===== src/verilog/oas_pkg.sv =====
// Purpose: Shared constants and types for the operand address and stack pointer block.
// Assumes: One 50 MHz core clock; register bytes are eight bits wide.
// Notes: Offsets are register-file addresses as seen by the plain register port.
package oas_pkg;

  // Register-file addresses of the registers kept in this block.
  localparam logic [7:0] OAS_OFS_WP0 = 8'hD6;
  localparam logic [7:0] OAS_OFS_WP1 = 8'hD7;
  localparam logic [7:0] OAS_OFS_SPH = 8'hD8;
  localparam logic [7:0] OAS_OFS_SPL = 8'hD9;

  // Window pointers select the common working area after reset.
  localparam logic [7:0] OAS_WP0_RST = 8'hC0;
  localparam logic [7:0] OAS_WP1_RST = 8'hC8;

  // First address of the mapped control range that pointer forms cannot reach.
  localparam logic [7:0] OAS_SET1_BASE = 8'hC0;

  // Upper nibble of an 8-bit register field that means a working register.
  localparam logic [3:0] OAS_WORK_PREFIX = 4'hC;

  // Upper byte of every vector location in program memory.
  localparam logic [7:0] OAS_VEC_PAGE = 8'h00;

  // Miscellaneous values.
  localparam logic [7:0] OAS_BYTE_ZERO = 8'h00;
  localparam logic [15:0] OAS_WORD_ZERO = 16'h0000;
  localparam logic [15:0] OAS_ONE = 16'h0001;

  // Addressing mode of the operand being resolved.
  typedef enum logic [2:0] {
    OAS_M_REG = 3'b000,
    OAS_M_WORK = 3'b001,
    OAS_M_DEREF = 3'b010,
    OAS_M_INDEX = 3'b011,
    OAS_M_ABS = 3'b100,
    OAS_M_VEC = 3'b101
  } oas_mode_e;

  // Instruction class, as far as addressing cares.
  typedef enum logic [2:0] {
    OAS_C_OTHER = 3'b000,
    OAS_C_LOAD = 3'b001,
    OAS_C_PMLOAD = 3'b010,
    OAS_C_XLOAD = 3'b011,
    OAS_C_JUMP = 3'b100,
    OAS_C_CALL = 3'b101
  } oas_cls_e;

  // Stack action requested along with the operand.
  typedef enum logic [1:0] {
    OAS_K_NONE = 2'b00,
    OAS_K_PUSH = 2'b01,
    OAS_K_POP = 2'b10
  } oas_stk_e;

  // Space that a resolved address belongs to.
  typedef enum logic [1:0] {
    OAS_T_RF = 2'b00,
    OAS_T_PM = 2'b01,
    OAS_T_XM = 2'b10,
    OAS_T_PC = 2'b11
  } oas_target_e;

  // One decoded operand request.
  typedef struct packed {
    logic valid;
    oas_mode_e mode;
    oas_cls_e cls;
    oas_stk_e stk;
    logic wide;
    logic short_ofs;
    logic [3:0] wreg;
    logic [7:0] field8;
    logic [15:0] field16;
  } oas_req_s;

  // One resolved operand address.
  typedef struct packed {
    logic valid;
    logic fault;
    oas_target_e target;
    logic [15:0] addr;
  } oas_resp_s;

endpackage : oas_pkg


===== src/verilog/oas_window_sel.sv =====
// Purpose: Forms a register-file address from a 4-bit working register field.
// Assumes: Window pointers are stable while the field is being resolved.
// Notes: Pure combinational; instantiated once per field that needs it.
`timescale 1ns/1ps
module oas_window_sel (
  // Working register field.
  input wire logic [3:0] nibble,
  // Window pointers.
  input wire logic [7:0] window_pointer_zero,
  input wire logic [7:0] window_pointer_one,
  // Resulting register-file address.
  output logic [7:0] addr
);

  logic [7:0] chosen;

  // The top bit picks a pointer, whose upper five bits name an 8-byte slice.
  assign chosen = nibble[3] ? window_pointer_one : window_pointer_zero;
  assign addr = {chosen[7:3], nibble[2:0]};

endmodule : oas_window_sel


===== src/verilog/oas_index_add.sv =====
// Purpose: Adds an instruction offset to a 16-bit base held in a register pair.
// Assumes: The short offset is a two's-complement byte.
// Notes: The sum wraps at 16 bits, like any address counter of the core.
`timescale 1ns/1ps
module oas_index_add (
  // Base from the working register pair.
  input wire logic [15:0] base,
  // Offsets from the instruction.
  input wire logic [7:0] disp8,
  input wire logic [15:0] disp16,
  input wire logic short_ofs,
  // Effective address.
  output logic [15:0] sum
);

  logic [15:0] disp8_ext;
  logic [15:0] disp_sel;

  // Sign extension keeps the short reach at -128 to +127 around the base.
  assign disp8_ext = {{8{disp8[7]}}, disp8};
  assign disp_sel = short_ofs ? disp8_ext : disp16;
  assign sum = base + disp_sel;

endmodule : oas_index_add


===== src/verilog/oas_operand_addr.sv =====
// Purpose: Resolves operand effective addresses and keeps the 16-bit stack pointer.
// Assumes: Pointer bytes are fetched over a read port that answers one cycle after the strobe.
// Notes: Answers come as a one-cycle pulse; fetching modes hold off new requests meanwhile.
// Notes on behaviour
// - Stack pointer split into high and low bytes.
// - Stack pointer bytes have no reset value.
// - Low-byte carry or borrow reaches high byte.
// - High byte is plain data unless carried.
// - Low byte reachable by direct register form only; deref and index modes still fetch it through a window as a pointer byte.
// - Push decrements first; pop reads then increments.
// - Register mode uses the named register directly.
// - Window pointer selects an 8-byte working slice.
// - Field top bit picks pointer; concatenate bits.
// - Deref byte gives register; pair gives memory.
// - Deref cannot reach control range up to FFh.
// - Register index adds base to working offset.
// - Register index cannot reach control range.
// - Short memory offset is sign-extended byte.
// - Memory index adds offset to pair base.
// - Register index for load; memory for loads.
// - Absolute mode gives 16 bits; branches load PC.
// - Memory loads accept absolute 16-bit address.
// - Vector mode only for call, low page.
// - Vector location upper byte forced to zero.
//
// Implementation choice: the plain strobed port.
`timescale 1ns/1ps
module oas_operand_addr (
  // Clock and reset.
  input wire logic clk,
  input wire logic rst_n,
  // Register port.
  input wire logic [7:0] reg_addr,
  input wire logic [7:0] reg_wdata,
  input wire logic reg_wr,
  input wire logic reg_rd,
  output logic [7:0] reg_rdata,
  // Decoded operand request and its answer.
  input oas_pkg::oas_req_s req,
  output logic req_ready,
  output oas_pkg::oas_resp_s resp,
  // Pointer byte fetch from register file or program memory.
  output logic fetch_en,
  output logic fetch_from_pm,
  output logic [15:0] fetch_addr,
  input wire logic [7:0] fetch_data
);
  import oas_pkg::*;

  typedef enum logic [1:0] {
    OAS_S_IDLE = 2'b00,
    OAS_S_FIRST = 2'b01,
    OAS_S_SECOND = 2'b10,
    OAS_S_FINISH = 2'b11
  } oas_state_e;

  logic rst_meta_r;
  logic rst_sync_n_r;
  logic [7:0] window_pointer_zero_r;
  logic [7:0] window_pointer_one_r;
  logic [7:0] stack_ptr_high_r;
  logic [7:0] stack_ptr_low_r;
  logic [7:0] reg_rdata_r;
  logic [7:0] reg_rdata_nxt;
  oas_state_e state_r;
  oas_state_e state_nxt;
  oas_req_s ctx_r;
  oas_req_s ctx_nxt;
  logic [7:0] hi_r;
  logic [7:0] hi_nxt;
  logic [7:0] lo_r;
  logic [7:0] lo_nxt;
  logic two_r;
  logic two_nxt;
  logic ready_r;
  logic ready_nxt;
  oas_resp_s resp_r;
  oas_resp_s resp_nxt;
  logic fetch_en_r;
  logic fetch_en_nxt;
  logic fetch_pm_r;
  logic fetch_pm_nxt;
  logic [15:0] fetch_addr_r;
  logic [15:0] fetch_addr_nxt;

  // Release the asynchronous reset through two flip-flops.
  always_ff @(posedge clk or negedge rst_n) begin
    if (!rst_n) begin
      rst_meta_r <= 1'b0;
      rst_sync_n_r <= 1'b0;
    end else begin
      rst_meta_r <= 1'b1;
      rst_sync_n_r <= rst_meta_r;
    end
  end

  // Register port decode.
  wire logic wr_wp0 = reg_wr && (reg_addr == OAS_OFS_WP0);
  wire logic wr_wp1 = reg_wr && (reg_addr == OAS_OFS_WP1);
  wire logic wr_sph = reg_wr && (reg_addr == OAS_OFS_SPH);
  wire logic wr_spl = reg_wr && (reg_addr == OAS_OFS_SPL);
  wire logic [7:0] rd_sel = (reg_addr == OAS_OFS_WP0) ? window_pointer_zero_r :
                            (reg_addr == OAS_OFS_WP1) ? window_pointer_one_r :
                            (reg_addr == OAS_OFS_SPH) ? stack_ptr_high_r :
                            (reg_addr == OAS_OFS_SPL) ? stack_ptr_low_r : OAS_BYTE_ZERO;

  // Read data stands only in the cycle after the strobe; unmapped reads give zero.
  assign reg_rdata_nxt = reg_rd ? rd_sel : OAS_BYTE_ZERO;

  // Window pointers come up on the common working area.
  always_ff @(posedge clk or negedge rst_sync_n_r) begin
    if (!rst_sync_n_r) begin
      window_pointer_zero_r <= OAS_WP0_RST;
      window_pointer_one_r <= OAS_WP1_RST;
      reg_rdata_r <= OAS_BYTE_ZERO;
    end else begin
      if (wr_wp0) begin
        window_pointer_zero_r <= reg_wdata;
      end
      if (wr_wp1) begin
        window_pointer_one_r <= reg_wdata;
      end
      reg_rdata_r <= reg_rdata_nxt;
    end
  end

  // Request acceptance and stack arithmetic.
  wire logic acc = req.valid && ready_r;
  wire logic stk_push = acc && (req.stk == OAS_K_PUSH);
  wire logic stk_pop = acc && (req.stk == OAS_K_POP);
  wire logic stk_take = stk_push || stk_pop;
  wire logic [15:0] stack_pointer = {stack_ptr_high_r, stack_ptr_low_r};
  wire logic [15:0] stack_dec = stack_pointer - OAS_ONE;
  wire logic [15:0] stack_inc = stack_pointer + OAS_ONE;
  wire logic [15:0] stack_next = stk_push ? stack_dec : stack_inc;
  // Push addresses the decremented slot; pop addresses the current top.
  wire logic [15:0] stack_addr = stk_push ? stack_dec : stack_pointer;

  // Stack pointer bytes carry no reset: their value is unknown until written.
  // A stack action in the same cycle as a software write takes precedence.
  always_ff @(posedge clk) begin
    if (stk_take) begin
      {stack_ptr_high_r, stack_ptr_low_r} <= stack_next;
    end else begin
      if (wr_sph) begin
        stack_ptr_high_r <= reg_wdata;
      end
      if (wr_spl) begin
        stack_ptr_low_r <= reg_wdata;
      end
    end
  end

  // Working register addresses for the short field and for an 8-bit field with the prefix.
  logic [7:0] work_a;
  logic [7:0] work_b;

  oas_window_sel u_work_short (
    .nibble(req.wreg),
    .window_pointer_zero(window_pointer_zero_r),
    .window_pointer_one(window_pointer_one_r),
    .addr(work_a)
  );

  oas_window_sel u_work_long (
    .nibble(req.field8[3:0]),
    .window_pointer_zero(window_pointer_zero_r),
    .window_pointer_one(window_pointer_one_r),
    .addr(work_b)
  );

  // Field decode shared by several modes.
  wire logic fld_is_work = (req.field8[7:4] == OAS_WORK_PREFIX);
  wire logic [7:0] reg_mode_addr = fld_is_work ? work_b : req.field8;
  wire logic [7:0] reg_pair_addr = {reg_mode_addr[7:1], 1'b0};
  wire logic [7:0] deref_ptr = req.wide ? reg_pair_addr : reg_mode_addr;
  wire logic [7:0] work_pair = {work_a[7:1], 1'b0};
  wire logic req_memcls = (req.cls == OAS_C_PMLOAD) || (req.cls == OAS_C_XLOAD);
  wire logic req_branch = (req.cls == OAS_C_JUMP) || (req.cls == OAS_C_CALL);
  wire oas_target_e req_mem_tgt = (req.cls == OAS_C_PMLOAD) ? OAS_T_PM : OAS_T_XM;
  // The low stack byte is refused to the working-register mode and to prefixed fields in register mode, even when a window covers it.
  wire logic work_hits_spl = (work_a == OAS_OFS_SPL);
  wire logic long_hits_spl = fld_is_work && (work_b == OAS_OFS_SPL);

  logic imm_fault;
  oas_target_e imm_target;
  logic [15:0] imm_addr;
  logic need_fetch;
  logic two_bytes;
  logic first_pm;
  logic [15:0] first_addr;

  // Resolution at acceptance: direct answers, or the first pointer byte to fetch.
  always_comb begin
    imm_fault = 1'b0;
    imm_target = OAS_T_RF;
    imm_addr = OAS_WORD_ZERO;
    need_fetch = 1'b0;
    two_bytes = 1'b0;
    first_pm = 1'b0;
    first_addr = OAS_WORD_ZERO;
    unique case (req.mode)
      OAS_M_REG: begin
        imm_addr = {OAS_BYTE_ZERO, (req.wide ? reg_pair_addr : reg_mode_addr)};
        imm_fault = long_hits_spl;
      end
      OAS_M_WORK: begin
        imm_addr = {OAS_BYTE_ZERO, work_a};
        imm_fault = work_hits_spl;
      end
      OAS_M_DEREF: begin
        need_fetch = 1'b1;
        two_bytes = req.wide;
        first_addr = {OAS_BYTE_ZERO, deref_ptr};
      end
      OAS_M_INDEX: begin
        if (req.cls == OAS_C_LOAD) begin
          need_fetch = 1'b1;
          first_addr = {OAS_BYTE_ZERO, work_a};
        end else if (req_memcls) begin
          need_fetch = 1'b1;
          two_bytes = 1'b1;
          first_addr = {OAS_BYTE_ZERO, work_pair};
        end else begin
          imm_fault = 1'b1;
        end
      end
      OAS_M_ABS: begin
        imm_addr = req.field16;
        if (req_branch) begin
          imm_target = OAS_T_PC;
        end else if (req_memcls) begin
          imm_target = req_mem_tgt;
        end else begin
          imm_fault = 1'b1;
        end
      end
      OAS_M_VEC: begin
        if (req.cls == OAS_C_CALL) begin
          need_fetch = 1'b1;
          two_bytes = 1'b1;
          first_pm = 1'b1;
          first_addr = {OAS_VEC_PAGE, req.field8};
        end else begin
          imm_fault = 1'b1;
        end
      end
      default: begin
        imm_fault = 1'b1;
      end
    endcase
  end

  // Completion of fetching modes from the captured pointer bytes.
  wire logic [15:0] fin_pair = {hi_r, lo_r};
  wire logic [7:0] fin_rf_index = ctx_r.field8 + hi_r;
  wire logic ctx_memcls = (ctx_r.cls == OAS_C_PMLOAD) || (ctx_r.cls == OAS_C_XLOAD);
  wire oas_target_e ctx_mem_tgt = (ctx_r.cls == OAS_C_PMLOAD) ? OAS_T_PM : OAS_T_XM;
  logic [15:0] index_sum;
  logic fin_fault;
  oas_target_e fin_target;
  logic [15:0] fin_addr;

  oas_index_add u_index_add (
    .base(fin_pair),
    .disp8(ctx_r.field8),
    .disp16(ctx_r.field16),
    .short_ofs(ctx_r.short_ofs),
    .sum(index_sum)
  );

  always_comb begin
    fin_fault = 1'b0;
    fin_target = OAS_T_RF;
    fin_addr = OAS_WORD_ZERO;
    unique case (ctx_r.mode)
      OAS_M_DEREF: begin
        if (ctx_r.wide) begin
          fin_addr = fin_pair;
          fin_target = ctx_mem_tgt;
          fin_fault = !ctx_memcls;
        end else begin
          fin_addr = {OAS_BYTE_ZERO, hi_r};
          fin_fault = (hi_r >= OAS_SET1_BASE);
        end
      end
      OAS_M_INDEX: begin
        if (ctx_r.cls == OAS_C_LOAD) begin
          fin_addr = {OAS_BYTE_ZERO, fin_rf_index};
          fin_fault = (fin_rf_index >= OAS_SET1_BASE);
        end else begin
          fin_addr = index_sum;
          fin_target = ctx_mem_tgt;
        end
      end
      OAS_M_VEC: begin
        fin_addr = fin_pair;
        fin_target = OAS_T_PC;
      end
      default: begin
        fin_fault = 1'b1;
      end
    endcase
  end

  // Sequencer: the answer waits until every pointer byte has arrived.
  always_comb begin
    state_nxt = state_r;
    ctx_nxt = ctx_r;
    hi_nxt = hi_r;
    lo_nxt = lo_r;
    two_nxt = two_r;
    ready_nxt = ready_r;
    resp_nxt = '0;
    fetch_en_nxt = 1'b0;
    fetch_pm_nxt = fetch_pm_r;
    fetch_addr_nxt = fetch_addr_r;
    unique case (state_r)
      OAS_S_IDLE: begin
        if (acc) begin
          if (stk_take) begin
            resp_nxt.valid = 1'b1;
            resp_nxt.target = OAS_T_RF;
            resp_nxt.addr = stack_addr;
          end else if (need_fetch) begin
            ready_nxt = 1'b0;
            fetch_en_nxt = 1'b1;
            fetch_pm_nxt = first_pm;
            fetch_addr_nxt = first_addr;
            ctx_nxt = req;
            two_nxt = two_bytes;
            state_nxt = OAS_S_FIRST;
          end else begin
            resp_nxt.valid = 1'b1;
            resp_nxt.fault = imm_fault;
            resp_nxt.target = imm_target;
            resp_nxt.addr = imm_addr;
          end
        end
      end
      OAS_S_FIRST: begin
        if (!fetch_en_r) begin
          hi_nxt = fetch_data;
          if (two_r) begin
            fetch_en_nxt = 1'b1;
            fetch_addr_nxt = fetch_addr_r + OAS_ONE;
            state_nxt = OAS_S_SECOND;
          end else begin
            state_nxt = OAS_S_FINISH;
          end
        end
      end
      OAS_S_SECOND: begin
        if (!fetch_en_r) begin
          lo_nxt = fetch_data;
          state_nxt = OAS_S_FINISH;
        end
      end
      OAS_S_FINISH: begin
        resp_nxt.valid = 1'b1;
        resp_nxt.fault = fin_fault;
        resp_nxt.target = fin_target;
        resp_nxt.addr = fin_addr;
        ready_nxt = 1'b1;
        state_nxt = OAS_S_IDLE;
      end
    endcase
  end

  // Sequencer state.
  always_ff @(posedge clk or negedge rst_sync_n_r) begin
    if (!rst_sync_n_r) begin
      state_r <= OAS_S_IDLE;
      ctx_r <= '0;
      hi_r <= OAS_BYTE_ZERO;
      lo_r <= OAS_BYTE_ZERO;
      two_r <= 1'b0;
      ready_r <= 1'b0;
      resp_r <= '0;
    end else begin
      state_r <= state_nxt;
      ctx_r <= ctx_nxt;
      hi_r <= hi_nxt;
      lo_r <= lo_nxt;
      two_r <= two_nxt;
      ready_r <= (state_r == OAS_S_IDLE) ? ready_nxt | ~ready_r & ~acc : ready_nxt;
      resp_r <= resp_nxt;
    end
  end

  // Fetch port registers.
  always_ff @(posedge clk or negedge rst_sync_n_r) begin
    if (!rst_sync_n_r) begin
      fetch_en_r <= 1'b0;
      fetch_pm_r <= 1'b0;
      fetch_addr_r <= OAS_WORD_ZERO;
    end else begin
      fetch_en_r <= fetch_en_nxt;
      fetch_pm_r <= fetch_pm_nxt;
      fetch_addr_r <= fetch_addr_nxt;
    end
  end

  assign reg_rdata = reg_rdata_r;
  assign req_ready = ready_r;
  assign resp = resp_r;
  assign fetch_en = fetch_en_r;
  assign fetch_from_pm = fetch_pm_r;
  assign fetch_addr = fetch_addr_r;

  wire logic acc_plain = acc && (req.stk == OAS_K_NONE);

  // The high stack byte has no reset, so the hold check waits until software has loaded it.
  logic sph_loaded_r;
  always_ff @(posedge clk or negedge rst_sync_n_r) begin
    if (!rst_sync_n_r) begin
      sph_loaded_r <= 1'b0;
    end else if (wr_sph && !stk_take) begin
      sph_loaded_r <= 1'b1;
    end
  end
  wire logic [7:0] chk_window = req.wreg[3] ? window_pointer_one_r : window_pointer_zero_r;
endmodule : oas_operand_addr


===== config.mk =====
export PLATFORM = sky130hd
export DESIGN_NAME = oas_operand_addr
export DESIGN_NICKNAME = d
export VERILOG_FILES = /design/src/verilog/oas_pkg.sv /design/src/verilog/oas_window_sel.sv /design/src/verilog/oas_index_add.sv /design/src/verilog/oas_operand_addr.sv
export SDC_FILE = /design/constraint.sdc
export NUM_CORES = 1
export LEC_CHECK = 0
export BUFFER_PORTS_ARGS = -buffer_cell sky130_fd_sc_hd__buf_2
export CAP_MARGIN = 20
export CORE_ASPECT_RATIO = 1.25
export CORE_MARGIN = 3
export CORE_UTILIZATION = 54
export DETAILED_ROUTE_END_ITERATION = 8
export MAX_ROUTING_LAYER = met4
export PLACE_DENSITY = 0.78
export SYNTH_ARGS = -nofsm -noshare
export SYNTH_HDL_FRONTEND = slang
export SYNTH_SLANG_ARGS = --single-unit

===== constraint.sdc =====
create_clock -name clk -period 3.4 [get_ports clk]
set_clock_uncertainty 0.2 [all_clocks]
set_input_delay 0.34 -clock clk [delete_from_list [all_inputs] [get_ports clk]]
set_output_delay 0.34 -clock clk [all_outputs]
set_load 0.02 [all_outputs]

==> flow_summary.json <==
{
  "status": "complete, no violations",
  "p_leak_nw": 4.641,
  "swShare_pct": 42.20,
  "die_height_um": 149.9,
  "hold_class": "reg2async",
  "finalHoldViolations": 0,
  "cp-end-kind": "flop",
  "fill_cells": 1285,
  "gp_congestion": 0.9891,
  "period_share_pct": 90.28,
  "ant_nets": 0,
  "layout_common_cells": "buf_2, dfrtp_1, nand2_1, o21ai_0, nor2_1",
  "dr_total_vias": 8327,
  "final_util_pct": 65.63,
  "required_ps": 3540,
  "netSwitchingPower_w": 0.003831,
  "yosys_most_used_dff": "dfrtp_1",
  "place_hpwl_um": 20360,
  "cpPeakStageDelay_ps": 470,
  "worst_ep_arrival_time_ps": 3210,
  "p_int_w": 0.005246,
  "async_reset_ff_share_pct": 87.88,
  "critPathTopFamily": "compound AO/OA/AOI/OAI gates",
  "num_antenna_cells": 0,
  "cts_buffers": 17,
  "die_area_um2": 18170,
  "p_per_area_nw_per_um2": 853.7,
  "fin_nets": 1198,
  "fin_tns_setup_ps": 0,
  "clk_latency_ps": 430,
  "syn-num-nets": 1066,
  "fp-row-count": 52,
  "netlist_area_um2": 8951,
  "grtUsageTotal_pct": 31.17,
  "reg2reg_from": "ctx_r[28]",
  "reg2reg_depth": 10,
  "yosysWarnings": 0,
  "cts_max_path_buffers": 2,
  "worstPathCellList": "mux2_2 > ha_1 > fa_1 > a21oi_1 > o21ai_0 > a2111oi_0 > buf_4 > o41ai_1 > xnor2_1 > o211ai_1",
  "wl_per_cell_um": 20.44,
  "drt_wl_total_um": 27130,
  "post-route-min-period_ps": 3070,
  "h-tree-depth": 4,
  "critPathBufInv": 1,
  "final_common_cell": "buf_2",
  "vias_per_cell": 6.275,
  "start_util_pct": 55.25,
  "crit_path_max_fanout": 4,
  "postSynthCellCount": 966,
  "rsz0062_at_grt": "false",
  "pre_cts_ws_ps": 361.2,
  "die_w_um": 121.2,
  "slew_violations": 0,
  "drive_gt1_share_pct": 21.42,
  "grt_max_degree": 97,
  "irDropWorstVdd_v": 0.0005421,
  "finalWorstSetupSlack_ps": 330.4,
  "clk_pin_slew_ps": 60,
  "core_um2": 16200,
  "p_total_w": 0.009077,
  "cts.sinks": 132,
  "place.port_buffers": 113,
  "synth-edff-count": 16,
  "synth_sequential_area_ratio_pct": 37.87,
  "root_buffer": "clkbuf_16",
  "tightest_slew_ps": 879.6,
  "final_cells": 1327,
  "grt_pass1_vias": 8037,
  "drt_iter0_drc": 672,
  "power_frac_clock_pct": 21.4,
  "placed_cells": 1271,
  "crit_type": "reg2reg",
  "p_comb_share_pct": 49.9,
  "grt_pass1_wl_um": 43060,
  "areaGrowthSynthToFinish_pct": 18.79,
  "synth_seq_cells": 132,
  "antenna_found_initial": 0,
  "max_slew_margin_pct": 41.23,
  "remaining_drc_errors": 0,
  "cts-resized-gates": 0,
  "cap_violations": 0,
  "ioPinCount": 114,
  "avgSynthCellArea_um2": 9.266,
  "critPathLaunchType": "flop",
  "gr-total-overflow": 0,
  "cts_tree": "yes",
  "dr.pass1.iters": 5,
  "max_clock_freq_mhz": 325.8,
  "ys_types": 81,
  "finalSetupViolCount": 0,
  "r2r_setup_slack_ps": 330,
  "r2r_end": "resp[12]",
  "p_seq_share_pct": 28.7,
  "cpMaxStageDelayCell": "a2111oi_0"
}
==> registers in the layout, indices dropped and copies added (netlist names) <==
register and flops:
ctx_r 32, fetch_addr 16, fetch_en 1, fetch_from_pm 1
hi_r 8, lo_r 8, reg_rdata 8, req_ready 1
resp 20, rst_meta_r 1, rst_sync_n_r 1, stack_ptr_high_r 8
stack_ptr_low_r 8, state_r 2, two_r 1, window_pointer_one_r 8
window_pointer_zero_r 8
==> kinds of logic (layout without fill, tap and decap cells) <==
| group | count (synthesis) | in the layout | synth area share, % |
|---|---|---|---|
| compound gates | 299 | 299 | 22.02 |
| other cells | 1 | 1 | 0.04189 |
| simple gates | 317 | 317 | 18.83 |
| buf+inv | 72 | 217 | 3.271 |
| fa+ha+maj | 33 | 33 | 4.781 |
| xor+xnor | 33 | 33 | 3.397 |
| mux | 79 | 79 | 9.799 |
| flops | 132 | 132 | 37.87 |
==> area by class of cell <==
class / count / area (um^2) / area share [%]
timing repair buffer: 157 / 968.4 / 9.108
inverter: 28 / 105.1 / 0.9885
tap: 216 / 270.3 / 2.542
clock buffer: 23 / 499.2 / 4.695
clock inverter: 9 / 121.4 / 1.141
multi-input combinational: 762 / 5275 / 49.61
sequential: 132 / 3393 / 31.91
==> through the flow <==
| step | area [um^2] | hold WS, ps |
|---|---|---|
| after floorplan | 8952 | -155.6 |
| after global placement | 9772 | -74.83 |
| after detailed placement | 9772 | -73.74 |
| after CTS | 10630 | 0.9732 |
| after global routing | 10630 | 11.17 |
| final | 10630 | 0.5929 |
==> worst max-delay path by stage <==
stage	from	endpoint	slack [ps]	depth (start not counted)
floorplan	ctx_r[28]	resp[12]	340	10
global placement	ctx_r[28]	resp[12]	430	10
detailed placement	ctx_r[28]	resp[12]	360	10
CTS	ctx_r[28]	resp[12]	340	10
global route	ctx_r[28]	resp[12]	160	10
finish	ctx_r[28]	resp[12]	330	10
==> power by group through the flow <==
stage                     logic [W]  clock network (W)  registers (W)
after detailed placement    0.00441                  0        0.00261
after CTS                   0.00447            0.00195        0.00259
after floorplan             0.00322                  0        0.00255
after global routing        0.00498            0.00202        0.00266
after global placement      0.00433                  0        0.00260
final                       0.00453            0.00194        0.00260
==> synthesized netlist by cell type (all sizes together), types with 6 or more instances <==
master / number / area (um^2)
mux2i: 10 / 100.1
clkbuf: 31 / 116.4
edfxtp: 16 / 480.5
inv: 28 / 105.1
dfrtp: 111 / 2778
a21o: 17 / 127.6
a221o: 7 / 70.07
nand2: 91 / 341.6
a22oi: 30 / 225.2
a21oi: 48 / 240.2
o21ai: 88 / 440.4
nor2: 60 / 225.2
nand2b: 12 / 75.07
a21boi: 12 / 90.08
and2: 11 / 68.82
xnor2: 18 / 157.7
o211ai: 13 / 107.6
ha: 31 / 387.9
o21a: 6 / 45.04
and3: 15 / 93.84
nor2b: 12 / 75.07
a31oi: 12 / 81.33
nand4: 9 / 56.30
a211oi: 11 / 82.58
o22ai: 7 / 43.79
nor3b: 10 / 95.09
nand3: 26 / 135.1
or3: 9 / 56.30
xor2: 14 / 122.6
nor4: 11 / 81.32
nor3: 27 / 155.2
buf: 13 / 71.32
mux2: 69 / 777.0
==> metal layers <==
metal	part of all wire [%]	global-route usage [%]	wire length [um]	vias up
li1	-	-	-	3898
met1	40	37.84	10820	3996
met2	49	51.54	13320	360
met3	6.1	3.970	1651	73
met4	4.9	15.13	1339	0
met5	0	-	0	-
==> repair_timing <==
| item | CTS | global route |
|---|---|---|
| hold buffers | 24 | 0 |
| hold endpoints to repair | 35 | 0 |
| setup endpoints to repair | 0 | 0 |
| buffers inserted | 0 | 0 |
Note: power is estimated with default switching activity, not from simulation.
